==> src/design/mpsm_regs.svh <==
// Register offsets, field positions, reset values and timing counts of the power manager.
`ifndef MPSM_REGS_SVH
`define MPSM_REGS_SVH
`define MPSM_ADDR_CTRL 12'h000
`define MPSM_ADDR_STATUS 12'h004
`define MPSM_ADDR_EVENT 12'h008
`define MPSM_ADDR_GPIO 12'h00C
`define MPSM_CTRL_SLEEP_RAM 0
`define MPSM_CTRL_SOFT_OFF 1
`define MPSM_CTRL_SW_RESET 2
`define MPSM_CTRL_CARD_MODE 3
`define MPSM_CTRL_RESET 32'h00000000
`define MPSM_EV_POWER_BUTTON_IN_N 0
`define MPSM_EV_RSTBTN 1
`define MPSM_EV_PCIE_WAKE 2
`define MPSM_EV_GEN_WAKE 3
`define MPSM_EV_BATTERY_LOW_IN_N 4
`define MPSM_EV_OVERTEMP 5
`define MPSM_EV_SMBUS_ALERT_IN_N 6
`define MPSM_EV_LID 7
`define MPSM_EV_SLEEP_BTN 8
`define MPSM_EV_WIDTH 9
`define MPSM_RESET_PULSE_NS 1000
`define MPSM_RESET_CYCLES ((`MPSM_RESET_PULSE_NS + 4) / 5)
`define MPSM_PENDING_NS 100
`define MPSM_PENDING_CYCLES ((`MPSM_PENDING_NS + 4) / 5)
`endif

==> src/design/mpsm_pkg.sv <==
// Types shared by the power and system management block.
package mpsm_pkg;
  typedef enum logic [3:0] {
    MPSM_OFF = 4'b0001,
    MPSM_ON = 4'b0010,
    MPSM_PENDING = 4'b0100,
    MPSM_SLEEP = 4'b1000
  } mpsm_state_t;
endpackage : mpsm_pkg

==> src/design/mpsm_power_mgmt.sv <==
// Power and system management: buttons, sleep states, carrier reset and card-mode pins.
//
// Implementation choices: the register offsets and register access over AHB-Lite.
`timescale 1ns/100ps
`default_nettype none
`include "mpsm_regs.svh"
module mpsm_power_mgmt
  import mpsm_pkg::*;
(
  input wire logic i_ref_clk,
  input wire logic i_srst,
  input wire logic [31:0] i_haddr,
  input wire logic [1:0] i_htrans,
  input wire logic i_hwrite,
  input wire logic [2:0] i_hsize,
  input wire logic [31:0] i_hwdata,
  input wire logic i_hsel,
  input wire logic i_hready,
  output logic [31:0] o_hrdata,
  output logic o_hreadyout,
  output logic o_hresp,
  input wire logic i_power_button_in_n,
  input wire logic i_reset_button_in_n,
  input wire logic i_supply_good_in,
  input wire logic i_undervoltage,
  input wire logic i_watchdog_timeout,
  input wire logic i_pcie_wake_in_n,
  input wire logic i_general_wake_in_n,
  input wire logic i_battery_low_in_n,
  input wire logic i_over_temp_in_n,
  input wire logic i_smbus_alert_in_n,
  input wire logic i_lid_in_n,
  input wire logic i_sleep_button_in_n,
  input wire logic i_card_clock,
  input wire logic i_card_command,
  input wire logic [3:0] i_card_data_out,
  input wire logic [3:0] i_card_data_oe,
  output logic [3:0] o_card_data_in,
  output logic o_card_write_protect,
  output logic o_card_detect,
  output logic o_carrier_reset_out_n,
  output logic o_suspend_pending_out_n,
  output logic o_suspend_to_ram_out_n,
  output logic o_suspend_to_disk_out_n,
  output logic o_soft_off_out_n,
  output logic o_thermal_shutdown_out_n,
  output logic o_system_mgmt_interrupt_n,
  output logic [1:0] o_gp_out_low,
  input wire logic [1:0] i_gp_out_high,
  output logic [1:0] o_gp_out_high,
  output logic [1:0] o_gp_out_high_oe,
  input wire logic [3:0] i_gp_in,
  output logic [3:0] o_gp_in,
  output logic [3:0] o_gp_in_oe
);
  localparam int NSYNC = 16;
  localparam int RST_W = $clog2(`MPSM_RESET_CYCLES + 1);
  localparam int PEND_W = $clog2(`MPSM_PENDING_CYCLES + 1);

  // Synchroniser inputs, packed so one generate loop covers them all.
  logic [NSYNC-1:0] raw_in;
  logic [NSYNC-1:0] sync_a;
  logic [NSYNC-1:0] sync_b;
  logic [NSYNC-1:0] sync_c;
  assign raw_in = {i_gp_out_high, i_gp_in, i_sleep_button_in_n, i_lid_in_n,
                   i_smbus_alert_in_n, i_over_temp_in_n, i_battery_low_in_n,
                   i_general_wake_in_n, i_pcie_wake_in_n, i_supply_good_in,
                   i_reset_button_in_n, i_power_button_in_n};

  genvar g;
  generate
    for (g = 0; g < NSYNC; g++) begin : g_sync
      // Inputs idle high (pull-ups), so reset loads ones to avoid false edges.
      always_ff @(posedge i_ref_clk) begin
        if (i_srst) begin
          sync_a[g] <= 1'b1;
          sync_b[g] <= 1'b1;
          sync_c[g] <= 1'b1;
        end else begin
          sync_a[g] <= raw_in[g];
          sync_b[g] <= sync_a[g];
          sync_c[g] <= sync_b[g];
        end
      end
    end
  endgenerate

  wire power_button_in_n_rise = sync_b[0] & ~sync_c[0];
  wire rstbtn_fall = ~sync_b[1] & sync_c[1];
  wire supply_bad = ~sync_b[2];
  wire pcie_wake = ~sync_b[3] & sync_c[3];
  wire gen_wake = ~sync_b[4] & sync_c[4];
  wire battery_low_in_n = ~sync_b[5];
  wire overtemp = ~sync_b[6];
  wire smbus_alert_in_n = ~sync_b[7];
  wire smb_fall = ~sync_b[7] & sync_c[7];
  wire lid_change = sync_b[8] ^ sync_c[8];
  wire sleep_press = ~sync_b[9] & sync_c[9];
  wire [3:0] gp_in_sync = sync_b[13:10];
  wire [1:0] card_wp_cd = sync_b[15:14];

  // AHB-Lite slave: one wait state on reads, none on writes, always OKAY.
  logic [11:0] addr_q;
  logic wr_q;
  logic rd_q;
  logic [31:0] ctrl;
  logic [`MPSM_EV_WIDTH-1:0] events;
  mpsm_state_t state;
  mpsm_state_t next_state;
  logic [RST_W-1:0] rst_cnt;
  logic [PEND_W-1:0] pend_cnt;
  logic [1:0] pend_target;

  wire take = i_hsel & i_hready & i_htrans[1];
  wire wr_ctrl = wr_q & (addr_q == `MPSM_ADDR_CTRL);
  wire wr_event = wr_q & (addr_q == `MPSM_ADDR_EVENT);
  wire card_mode = ctrl[`MPSM_CTRL_CARD_MODE];
  wire sw_reset = wr_ctrl & i_hwdata[`MPSM_CTRL_SW_RESET];
  wire sleep_req = wr_ctrl & i_hwdata[`MPSM_CTRL_SLEEP_RAM];
  wire off_req = wr_ctrl & i_hwdata[`MPSM_CTRL_SOFT_OFF];
  wire wake_any = pcie_wake | gen_wake | smb_fall | sleep_press;
  wire [31:0] status_word = {23'h000000, card_wp_cd, sync_b[8], supply_bad,
                             rst_cnt != '0, state};
  wire [31:0] gpio_word = {28'h0000000, gp_in_sync};
  wire [31:0] rd_mux = (addr_q == `MPSM_ADDR_CTRL) ? ctrl :
                       (addr_q == `MPSM_ADDR_STATUS) ? status_word :
                       (addr_q == `MPSM_ADDR_EVENT) ? {23'h000000, events} :
                       (addr_q == `MPSM_ADDR_GPIO) ? gpio_word : 32'h00000000;

  always_ff @(posedge i_ref_clk) begin
    if (i_srst) begin
      addr_q <= 12'h000;
      wr_q <= 1'b0;
      rd_q <= 1'b0;
    end else begin
      addr_q <= i_haddr[11:0];
      wr_q <= take & i_hwrite;
      rd_q <= take & ~i_hwrite;
    end
  end

  always_ff @(posedge i_ref_clk) begin
    if (i_srst) begin
      o_hrdata <= 32'h00000000;
    end else if (take & ~i_hwrite) begin
      o_hrdata <= 32'h00000000;
    end else if (rd_q) begin
      o_hrdata <= rd_mux;
    end
  end

  assign o_hreadyout = ~rd_q;
  assign o_hresp = 1'b0;

  // Only the mode bit is stored; the other control bits are write-one strobes.
  always_ff @(posedge i_ref_clk) begin
    if (i_srst) begin
      ctrl <= `MPSM_CTRL_RESET;
    end else if (wr_ctrl) begin
      ctrl <= {28'h0000000, i_hwdata[`MPSM_CTRL_CARD_MODE], 3'b000};
    end
  end

  // Sticky events, write one to clear; a new event wins over the clear.
  wire [`MPSM_EV_WIDTH-1:0] ev_set = {sleep_press, lid_change, smbus_alert_in_n, overtemp,
                                      battery_low_in_n, gen_wake, pcie_wake, rstbtn_fall,
                                      power_button_in_n_rise};
  wire [`MPSM_EV_WIDTH-1:0] ev_clr = wr_event ? i_hwdata[`MPSM_EV_WIDTH-1:0] : '0;
  always_ff @(posedge i_ref_clk) begin
    if (i_srst) begin
      events <= '0;
    end else begin
      events <= (events & ~ev_clr) | ev_set;
    end
  end

  assign o_system_mgmt_interrupt_n = ~events[`MPSM_EV_SMBUS_ALERT_IN_N];

  // Power state machine.
  always_comb begin
    next_state = state;
    unique case (state)
      MPSM_OFF: begin
        if (power_button_in_n_rise) begin
          next_state = MPSM_ON;
        end
      end
      MPSM_ON: begin
        if (sleep_req | off_req | sleep_press) begin
          next_state = MPSM_PENDING;
        end
      end
      MPSM_PENDING: begin
        if (pend_cnt == '0) begin
          next_state = pend_target[1] ? MPSM_OFF : MPSM_SLEEP;
        end
      end
      MPSM_SLEEP: begin
        if (wake_any | power_button_in_n_rise) begin
          next_state = MPSM_ON;
        end
      end
      default: next_state = MPSM_OFF;
    endcase
  end

  always_ff @(posedge i_ref_clk) begin
    if (i_srst) begin
      state <= MPSM_OFF;
      pend_cnt <= '0;
      pend_target <= 2'b00;
    end else begin
      state <= next_state;
      if (state == MPSM_ON && next_state == MPSM_PENDING) begin
        pend_cnt <= PEND_W'(`MPSM_PENDING_CYCLES);
        pend_target <= off_req ? 2'b10 : 2'b01;
      end else if (pend_cnt != '0) begin
        pend_cnt <= pend_cnt - PEND_W'(1);
      end
    end
  end

  // One-shot reset pulse; a held-low button does not extend it.
  wire rst_cause = rstbtn_fall | supply_bad | i_undervoltage | i_watchdog_timeout | sw_reset;
  always_ff @(posedge i_ref_clk) begin
    if (i_srst) begin
      rst_cnt <= '0;
    end else if (rst_cause) begin
      rst_cnt <= RST_W'(`MPSM_RESET_CYCLES);
    end else if (rst_cnt != '0) begin
      rst_cnt <= rst_cnt - RST_W'(1);
    end
  end

  always_ff @(posedge i_ref_clk) begin
    if (i_srst) begin
      o_carrier_reset_out_n <= 1'b0;
      o_suspend_pending_out_n <= 1'b1;
      o_suspend_to_ram_out_n <= 1'b1;
      o_soft_off_out_n <= 1'b0;
    end else begin
      o_carrier_reset_out_n <= ~(rst_cause | (rst_cnt > RST_W'(1)));
      o_suspend_pending_out_n <= ~(next_state == MPSM_PENDING);
      o_suspend_to_ram_out_n <= ~(next_state == MPSM_SLEEP);
      o_soft_off_out_n <= ~(next_state == MPSM_OFF);
    end
  end

  assign o_suspend_to_disk_out_n = 1'b1;
  assign o_thermal_shutdown_out_n = 1'b1;

  // Pin muxing between general purpose and card mode.
  always_ff @(posedge i_ref_clk) begin
    if (i_srst) begin
      o_gp_out_low <= 2'b00;
      o_gp_out_high <= 2'b00;
      o_gp_in <= 4'h0;
      o_card_data_in <= 4'hF;
      o_card_write_protect <= 1'b0;
      o_card_detect <= 1'b0;
    end else begin
      o_gp_out_low <= card_mode ? {i_card_command, i_card_clock} : 2'b00;
      o_gp_out_high <= 2'b00;
      o_gp_in <= i_card_data_out;
      o_card_data_in <= gp_in_sync;
      o_card_write_protect <= card_mode & card_wp_cd[0];
      o_card_detect <= card_mode & card_wp_cd[1];
    end
  end
  assign o_gp_out_high_oe = card_mode ? 2'b00 : 2'b11;
  assign o_gp_in_oe = card_mode ? i_card_data_oe : 4'h0;

  // Assertions.
  a_off_needs_edge: assert property (@(posedge i_ref_clk) disable iff (i_srst)
    (state == MPSM_OFF && !power_button_in_n_rise) |=> (state == MPSM_OFF))
    else $error("left soft-off without a power-button edge");
  a_reset_pulse_ends: assert property (@(posedge i_ref_clk) disable iff (i_srst)
    (rstbtn_fall && !supply_bad && !i_undervoltage && !i_watchdog_timeout) ##1
    (!sync_b[1] && !supply_bad && !i_undervoltage && !i_watchdog_timeout && !wr_q)[*8]
    |-> ##[1:300] o_carrier_reset_out_n)
    else $error("carrier reset held by a low reset button");
  a_reset_on_cause: assert property (@(posedge i_ref_clk) disable iff (i_srst)
    rst_cause |=> !o_carrier_reset_out_n)
    else $error("carrier reset missing after a cause");
  a_supply_bad_reset: assert property (@(posedge i_ref_clk) disable iff (i_srst)
    $fell(sync_b[2]) |=> !o_carrier_reset_out_n)
    else $error("supply loss did not reset the carrier");
  a_pending_first: assert property (@(posedge i_ref_clk) disable iff (i_srst)
    (state == MPSM_ON && next_state == MPSM_PENDING) |=> !o_suspend_pending_out_n ##1
    o_suspend_to_ram_out_n)
    else $error("suspend entered without prior notice");
  a_ram_level: assert property (@(posedge i_ref_clk) disable iff (i_srst)
    o_suspend_to_ram_out_n == (state != MPSM_SLEEP))
    else $error("suspend-to-RAM output disagrees with state");
  a_off_level: assert property (@(posedge i_ref_clk) disable iff (i_srst)
    o_soft_off_out_n == (state != MPSM_OFF))
    else $error("soft-off output disagrees with state");
  a_wake_resume: assert property (@(posedge i_ref_clk) disable iff (i_srst)
    (state == MPSM_SLEEP && pcie_wake) |=> (state == MPSM_ON) ##0 o_suspend_to_ram_out_n)
    else $error("wake did not resume from sleep");
  a_smi_sticky: assert property (@(posedge i_ref_clk) disable iff (i_srst)
    smbus_alert_in_n |=> !o_system_mgmt_interrupt_n)
    else $error("SMBus alert did not raise the interrupt");
  a_card_pins: assert property (@(posedge i_ref_clk) disable iff (i_srst)
    card_mode |=> (o_gp_out_low == {$past(i_card_command), $past(i_card_clock)}))
    else $error("card clock or command not routed");
  // The unsupported outputs are tied off, so a carrier that waits for them to fall
  // would wait forever; the checks below keep them and the event latches honest.
  a_rise_leaves_off: assert property (@(posedge i_ref_clk) disable iff (i_srst)
    (state == MPSM_OFF && power_button_in_n_rise) |=> (state == MPSM_ON && o_soft_off_out_n))
    else $error("power-button edge did not leave soft-off");
  a_low_button_free: assert property (@(posedge i_ref_clk) disable iff (i_srst)
    (!rst_cause && rst_cnt <= RST_W'(1)) |=> o_carrier_reset_out_n)
    else $error("carrier reset held without a fresh cause");
  a_supply_level: assert property (@(posedge i_ref_clk) disable iff (i_srst)
    supply_bad |=> !o_carrier_reset_out_n)
    else $error("carrier reset released while supply is bad");
  a_pend_notice: assert property (@(posedge i_ref_clk) disable iff (i_srst)
    (state == MPSM_PENDING && pend_cnt != '0) |-> !o_suspend_pending_out_n)
    else $error("suspend notice missing while pending");
  a_disk_idle: assert property (@(posedge i_ref_clk) disable iff (i_srst)
    o_suspend_to_disk_out_n)
    else $error("suspend-to-disk output asserted");
  a_gen_wake: assert property (@(posedge i_ref_clk) disable iff (i_srst)
    (state == MPSM_SLEEP && gen_wake) |=> (state == MPSM_ON))
    else $error("general wake did not resume from sleep");
  a_battery_low_in_n_event: assert property (@(posedge i_ref_clk) disable iff (i_srst)
    battery_low_in_n |=> events[`MPSM_EV_BATTERY_LOW_IN_N])
    else $error("battery-low event not latched");
  a_overtemp_event: assert property (@(posedge i_ref_clk) disable iff (i_srst)
    overtemp |=> events[`MPSM_EV_OVERTEMP])
    else $error("over-temperature event not latched");
  a_lid_event: assert property (@(posedge i_ref_clk) disable iff (i_srst)
    lid_change |=> events[`MPSM_EV_LID])
    else $error("lid change event not latched");
  a_sleep_button: assert property (@(posedge i_ref_clk) disable iff (i_srst)
    (state == MPSM_ON && sleep_press) |=> (state == MPSM_PENDING))
    else $error("sleep button did not start a suspend");
  a_trip_idle: assert property (@(posedge i_ref_clk) disable iff (i_srst)
    o_thermal_shutdown_out_n)
    else $error("thermal-shutdown output asserted");
  a_gp_pulled_up: assert property (@(posedge i_ref_clk) disable iff (i_srst)
    !card_mode |-> (o_gp_in_oe == 4'h0))
    else $error("general inputs driven outside card mode");
  a_card_inputs: assert property (@(posedge i_ref_clk) disable iff (i_srst)
    !card_mode |=> (!o_card_write_protect && !o_card_detect))
    else $error("card socket inputs passed outside card mode");
  a_card_data: assert property (@(posedge i_ref_clk) disable iff (i_srst)
    o_card_data_in == $past(gp_in_sync))
    else $error("card data lines not passed through");
  a_sync_depth: assert property (@(posedge i_ref_clk) disable iff (i_srst)
    sync_b == $past(sync_a))
    else $error("synchroniser stage skipped");
endmodule : mpsm_power_mgmt
`default_nettype wire

==> config.mk <==
export PLATFORM = sky130hd
export DESIGN_NAME = mpsm_power_mgmt
export DESIGN_NICKNAME = d
export VERILOG_FILES = /design/src/design/mpsm_pkg.sv /design/src/design/mpsm_power_mgmt.sv
export VERILOG_INCLUDE_DIRS = /design/src /design/src/design
export SDC_FILE = /design/constraint.sdc
export NUM_CORES = 1
export LEC_CHECK = 0
export BUFFER_PORTS_ARGS = -buffer_cell sky130_fd_sc_hd__buf_2
export CELL_PAD_IN_SITES_DETAIL_PLACEMENT = 0
export CELL_PAD_IN_SITES_GLOBAL_PLACEMENT = 2
export CORE_MARGIN = 1.5
export CORE_UTILIZATION = 25
export CTS_CLUSTER_SIZE = 8
export DETAILED_ROUTE_END_ITERATION = 8
export PLACE_DENSITY = 0.73
export SYNTH_ARGS = -nofsm -noshare
export SYNTH_HDL_FRONTEND = slang
export SYNTH_SLANG_ARGS = --single-unit
==> constraint.sdc <==
create_clock -name i_ref_clk -period 1.93 [get_ports i_ref_clk]
set_input_delay 0.2895 -clock i_ref_clk [delete_from_list [all_inputs] [get_ports i_ref_clk]]
set_output_delay 0.2895 -clock i_ref_clk [all_outputs]
set_load 0.005 [all_outputs]
==> metrics.yaml, run 1 <==
drc_errors: 0
clockPowerShare_pct: 42.6
start_kind: "flop"
grt_pass1_vias: 2614
synth_edf_count: 0
p_comb_share_pct: 10.2
cp_slowest_stage_delay_ns: 0.56
cts_sinks: 106
worst_pin_slew_ns: 0.977
die_y_um: 128
p_seq_share_pct: 47.2
fp.dieW_um: 128
finalSetupViolations: 1
drive_above_1_share_pct: 36.6
crit_path_end_kind: "flop"
tns_ns: -0.0302
power_mw: 4.97
n_fill_cell: 1652
power_leakage_nw: 2.08
r2r_cells: 5
path_class: "reg -> reg"
core_um2: 15300
whs_ns: 0.126
clock_skew_ns: 0.00842
drt_iter0_markers: 107
critPathArrivalTime_ns: 2.18
fin_ws_ns: -0.0302
areaGrowthSynthToFinish_pct: 25.7
vias: 2779
grt_overflow: 0
regArea_um2: 2120
post-route-period-util_pct: 102
synthDistinctLibCells: 44
dp_hpwl_mm: 6.44
worstPathRequired_ns: 2.15
io_buffer_count: 87
slew_headroom_pct: 34.4
final_nets: 601
violations: "setup timing"
wl_mm: 8.54
peakVddDrop_mv: 0.455
switching_share_pct: 21.9
hold_class: "in -> reg"
grt_max_degree: 40
cpMaxStageDelayCell: "or4_4"
hold_violations: 0
num_rows: 45
crit_chain: "or4_4 > nor4_4 > a21o_4 > o21ai_2 > or4_1"
rsz0062_at_grt: "true"
p_int_mw: 3.88
final_core_util_pct: 32.3
syn_area_um2: 3940
first_pass_iters: 5
cts_tree: "yes"
fin_cells: 711
wire_per_inst_um: 12.0
antenna_found_initial: 0
place_inst: 694
place.gp.congestion: 0.768
htreeDepth: 3
min_path_cells: 2
postRouteAntennaNets: 0
grt_usage_pct: 10.6
status: "finished, violations left"
p_sw_mw: 1.09
power_density_nw_per_um2: 1010
numCtsBuffers: 9
synth_warnings: 0
grt_pass1_wl_mm: 13.1
multiInputGateArea_um2: 1630
diodes: 0
vias_per_cell: 3.91
async_reset_ff_share_pct: 0
die-area_um2: 16500
initial_core_util_pct: 25.7
drv_slew: 0
ios: 163
ctsRootBufferMaster: "clkbuf_16"
period_minus_slack_ns: 1.96
synthFlopType: "dfxtp_1"
cts.clk_slew.worst_paths_ns: 0.07
clock_path_buffers: 2
path_max_fanout: 2
clk_latency_ns: 0.34
max_freq_mhz: 510
syn-instance-count: 401
max_cap_violations: 0
ys_seq_area_share_pct: 53.9
syn_avg_cell_area_um2: 9.81
synth-seq-cells: 106
-- worst paths after layout --
path	from	end	slack [ns]
max	addr_q[6]	o_suspend_pending_out_n	-0.03
min	i_smbus_alert_in_n	sync_a[7]	0.13
max reg2reg	addr_q[6]	o_suspend_pending_out_n	-0.03
min reg2reg	sync_a[9]	sync_b[9]	0.41
-- worst max-delay path: cells and delay by family, from the launching register on --
family           cells  cell delay (ns)
AO/OA/AOI/OAI        2             0.25
flip-flops           1             0.30
AND/OR/NAND/NOR      3             1.30
-- per-stage QoR --
stage	setup WS, ns	area (um2)
global route	-0.0789	4950
floorplan	-0.0473	4030
finish	-0.0302	4950
global placement	-0.0830	4550
detailed placement	-0.117	4550
CTS	-0.0552	4930
-- state kept, by name, indices dropped and copies added (netlist names), 2 cells and up --
register,flops
state,4
sync_b,9
sync_a,16
gp_in_sync,4
addr_q,12
o_hrdata,9
rst_cnt,8
pend_cnt,5
sync_c,7
o_card_data_in,4
o_gp_out_low,2
events,9
card_wp_cd,2
o_gp_in,4
-- layer usage --
| layer | global-route usage, % | routed length [um] | vias to the layer above |
|---|---|---|---|
| met5 | 0 | 0 | - |
| met4 | 5.55 | 142 | 0 |
| met3 | 2.62 | 349 | 11 |
| met2 | 17.0 | 3960 | 70 |
| met1 | 13.2 | 4090 | 1246 |
| li1 | - | - | 1452 |
-- power by group through the flow --
stage          Clock (mW)  Sequential, mW  Combinational (mW)
3_5_place_dp            0            2.40               0.504
5_1_grt              2.27            2.36               0.573
4_1_cts              2.19            2.35               0.510
2_1_floorplan           0            2.38               0.385
6_report             2.12            2.35               0.507
3_3_place_gp            0            2.40               0.492
-- cell usage in the layout, fill, tap and decap left out, drive strengths merged, types with 4 or more instances in the layout --
| master | n |
|---|---|
| ha | 4 |
| nor4 | 7 |
| buf | 101 |
| dfxtp | 106 |
| and2 | 8 |
| nor2b | 22 |
| nand3 | 4 |
| nor3 | 13 |
| xnor2 | 5 |
| inv | 10 |
| nand2b | 7 |
| conb | 28 |
| nand2 | 30 |
| xor2 | 4 |
| nor2 | 17 |
| a22oi | 8 |
| o21ai | 14 |
| a21oi | 21 |
| or2 | 47 |
| clkbuf | 11 |
| nor4b | 4 |
-- repair_timing --
action	4_1_cts	5_1_grt
buffers inserted	1	0
gates resized for setup	5	2
setup endpoints to repair	13	6
hold buffers	0	0
pin swaps	2	0
-- cell families (layout without fill, tap and decap cells) --
kind of cell / count (synthesis) / count (layout) / share of synthesized area (%)
compound gates: 50 / 50 / 7.63
simple gates: 170 / 170 / 24.9
fa+ha+maj: 4 / 4 / 1.27
mux: 6 / 6 / 1.94
flops: 106 / 106 / 53.9
buf+inv: 54 / 127 / 8.11
xor+xnor: 9 / 9 / 2.00
other cells: 2 / 28 / 0.191
-- layout make-up --
class / instances / area share (%)
clock inverters: 5 / 2.02
inverters: 10 / 0.759
multi-input cells: 267 / 32.9
repair buffers: 101 / 10.9
clock buffers: 11 / 5.11
flip-flops and latches: 106 / 42.9
well taps: 211 / 5.34
-- cell usage after synthesis, types with 10 or more instances --
cell type | number | area (um2)
nor2_1 | 17 | 63.8
nand2_1 | 30 | 113
clkbuf_1 | 11 | 41.3
o21ai_0 | 13 | 65.1
inv_1 | 10 | 37.5
a21oi_1 | 21 | 105
or2_2 | 47 | 294
nor2b_1 | 22 | 138
dfxtp_1 | 106 | 2120
nor3_1 | 13 | 65.1
buf_4 | 30 | 225
No activity file was read; power rests on OpenSTA's default activity.
==> run 2: changes to the inputs <==
--- a/config.mk
+++ b/config.mk
@@ -7,13 +7,11 @@
 export NUM_CORES = 1
 export LEC_CHECK = 0
 export BUFFER_PORTS_ARGS = -buffer_cell sky130_fd_sc_hd__buf_2
-export CELL_PAD_IN_SITES_DETAIL_PLACEMENT = 0
-export CELL_PAD_IN_SITES_GLOBAL_PLACEMENT = 2
 export CORE_MARGIN = 1.5
-export CORE_UTILIZATION = 25
+export CORE_UTILIZATION = 43
 export CTS_CLUSTER_SIZE = 8
 export DETAILED_ROUTE_END_ITERATION = 8
-export PLACE_DENSITY = 0.73
+export PLACE_DENSITY = 0.74
 export SYNTH_ARGS = -nofsm -noshare
 export SYNTH_HDL_FRONTEND = slang
 export SYNTH_SLANG_ARGS = --single-unit
==> run 2 against run 1 <==
  * The flow finishes with violations (DRC, setup timing)
  * Flip-flop and latch count did not move
  * Non-clock buffer count rose by 3
  * Die area fell by 41%
  * Global-route usage rose by 5.0 points
  * First-iteration DRC count rose by 55%
  * Largest power group unchanged
  * Sequential share of layout area rose by 2.0 points
==> metrics.yaml, run 2 (synthesis gave the netlist of run 1 again) <==
die_y_um: 98.7  # was 128 um
cts_tree: "yes"  # unchanged
ios: 163  # unchanged
crit_chain: "or4_4 > nor4_4 > a21o_4 > o21ai_2 > or4_1"  # unchanged
rsz0062_at_grt: "true"  # unchanged
min_path_cells: 2  # unchanged
path_max_fanout: 2  # unchanged
cpMaxStageDelayCell: "or4_4"  # unchanged
cts_sinks: 106  # unchanged
reg2reg_to: "o_suspend_pending_out_n"  # unchanged
die-area_um2: 9730  # was 16500 um2
fp.dieW_um: 98.7  # was 128 um
drc_errors: 8  # was 0
grt_pass1_wl_mm: 11.8  # was 13.1 mm
worst_pin_slew_ns: 0.932  # was 0.977 ns
critPathArrivalTime_ns: 2.21  # was 2.18 ns
clk_latency_ns: 0.36  # was 0.34 ns
post-route-period-util_pct: 102  # about the same
power_density_nw_per_um2: 926  # was 1010 nW/um2
power_leakage_nw: 2.03  # was 2.08 nW
final_nets: 604  # was 601
drt_iter0_markers: 166  # was 107
htreeDepth: 3  # unchanged
worstPathRequired_ns: 2.17  # was 2.15 ns
holdCritStartpoint: "i_battery_low_in_n"  # was i_smbus_alert_in_n
slew_headroom_pct: 37.4  # was 34.4%
drv_slew: 0  # unchanged
vias: 2857  # was 2779
postRouteAntennaNets: 0  # unchanged
tns_ns: -0.0372  # was -0.0302 ns
cp_num_cells: 5  # unchanged
wire_per_inst_um: 12.3  # was 12.0 um
clock_path_buffers: 2  # unchanged
cts.clk_slew.worst_paths_ns: 0.10  # was 0.07 ns
grt_pass1_vias: 2591  # was 2614
status: "finished, violations left"  # unchanged
core_um2: 8810  # was 15300 um2
r2r_cells: 5  # unchanged
peakVddDrop_mv: 0.550  # was 0.455 mV
start_kind: "flop"  # unchanged
largest_reg_flops: 16  # unchanged
n_fill_cell: 804  # was 1652
critical-path-top-delay-family: "simple AND/OR/NAND/NOR gates"  # unchanged
dp_hpwl_mm: 5.66  # was 6.44 mm
layout.cells.most_common_list: "dfxtp_1 (105), buf_2 (88), or2_2 (47)"  # was dfxtp_1 (106), buf_2 (87), or2_2 (47)
first_pass_iters: 6  # was 5
path_class: "reg -> reg"  # unchanged
ctsRootBufferMaster: "clkbuf_8"  # was clkbuf_16
areaGrowthSynthToFinish_pct: 20.3  # was 25.7%
r2r-start: "addr_q[8]"  # was addr_q[6]
vias_per_cell: 4.68  # was 3.91
grt_max_degree: 35  # was 40
hold_violations: 0  # unchanged
crit_buf_inv: 0  # unchanged
antenna_found_initial: 0  # unchanged
max_freq_mhz: 508  # was 510 MHz
io_buffer_count: 87  # unchanged
fin_ws_ns: -0.0372  # was -0.0302 ns
period_minus_slack_ns: 1.97  # was 1.96 ns
num_rows: 34  # was 45
fin_cells: 611  # was 711
max_cap_violations: 0  # unchanged
wl_mm: 7.54  # was 8.54 mm
place.gp.congestion: 0.841  # was 0.768
place_ws_ns: -0.0609  # was -0.117 ns
reg2reg_slack_ns: -0.04  # was -0.03 ns
diodes: 0  # unchanged
violations: "DRC, setup timing"  # was setup timing
hold_class: "in -> reg"  # unchanged
grt_overflow: 0  # unchanged
cts_hold_buf: 0  # unchanged
numCtsBuffers: 9  # unchanged
layout_commonest_cell: "dfxtp_1"  # unchanged
clock_skew_ns: 0.00628  # was 0.00842 ns
cp_slowest_stage_delay_ns: 0.55  # was 0.56 ns
largestRegisters: "sync_a: 16 flops, addr_q: 12 flops"  # unchanged
grt_usage_pct: 15.6  # was 10.6%
crit_path_end_kind: "flop"  # unchanged
finalSetupViolations: 1  # unchanged
drive_above_1_share_pct: 37.6  # was 36.6%
regMostFlops: "sync_a"  # unchanged
place_inst: 593  # was 694
holdPathEnd: "sync_a[5]"  # was sync_a[7]
initial_core_util_pct: 44.7  # was 25.7%
[run 2: cell types whose count changed in the layout (fill, tap and decap cells not counted), sizes merged]
cell      before  now
clkinvlp       0    1
clkbuf        11    9
inv           10   12
bufinv         3    2
buf          101  104
[run 2: worst max path at each step]
stage               startpoint                      end  slack [ns]
floorplan            addr_q[6]  o_suspend_pending_out_n       -0.05
global placement     addr_q[6]  o_suspend_pending_out_n       -0.03
detailed placement   addr_q[6]  o_suspend_pending_out_n       -0.06
CTS                  addr_q[1]  o_suspend_pending_out_n       -0.07
global route         addr_q[8]  o_suspend_pending_out_n       -0.08
finish               addr_q[8]  o_suspend_pending_out_n       -0.04
[run 2: through the flow]
step	power, mW	utilization, %	area, um2	hold WS (ns)
3_5_place_dp	2.90	50.4	4430	0.392
5_1_grt	4.60	53.7	4730	0.0688
3_3_place_gp	2.87	50.4	4430	0.387
2_1_floorplan	2.77	-	4030	0.369
6_report	4.38	53.7	4730	0.0993
4_1_cts	4.42	53.2	4690	0.0821
[run 2: layout make-up]
cell class	count	area (um2)	area share, %
flip-flops and latches	106	2120	44.9
multi-input cells	267	1630	34.5
repair buffers	104	568	12.0
well taps	108	135	2.86
clock buffers	9	124	2.62
clock inverters	7	113	2.38
inverters	10	37.5	0.793
[run 2: layer usage]
metal	global-route usage (%)	wire length, um
met1	18.8	3210
met2	26.1	3600
met3	5.18	549
met4	5.60	181
met5	0	0
[run 2: where the power goes]
| part | internal (mW) | switching (mW) |
|---|---|---|
| combinational | 0.256 | 0.255 |
| clock | 0.757 | 0.766 |
| sequential | 2.29 | 0.0554 |
[run 2: worst reg2reg max path, cell delays in order (launching register included)]
cell     delay (ns)
dfxtp_1        0.31
or4_4          0.55
nor4_4         0.35
a21o_4         0.18
o21ai_2        0.06
or4_1          0.40
[run 2: what timing repair did]
| action | in CTS | in global routing |
|---|---|---|
| resized for setup | 2 | 12 |
| buffers inserted | 1 | 0 |
| hold endpoints to repair | 0 | 0 |
| gates cloned | 0 | 1 |
| setup endpoints to repair | 11 | 22 |
| pin swaps | 2 | 5 |
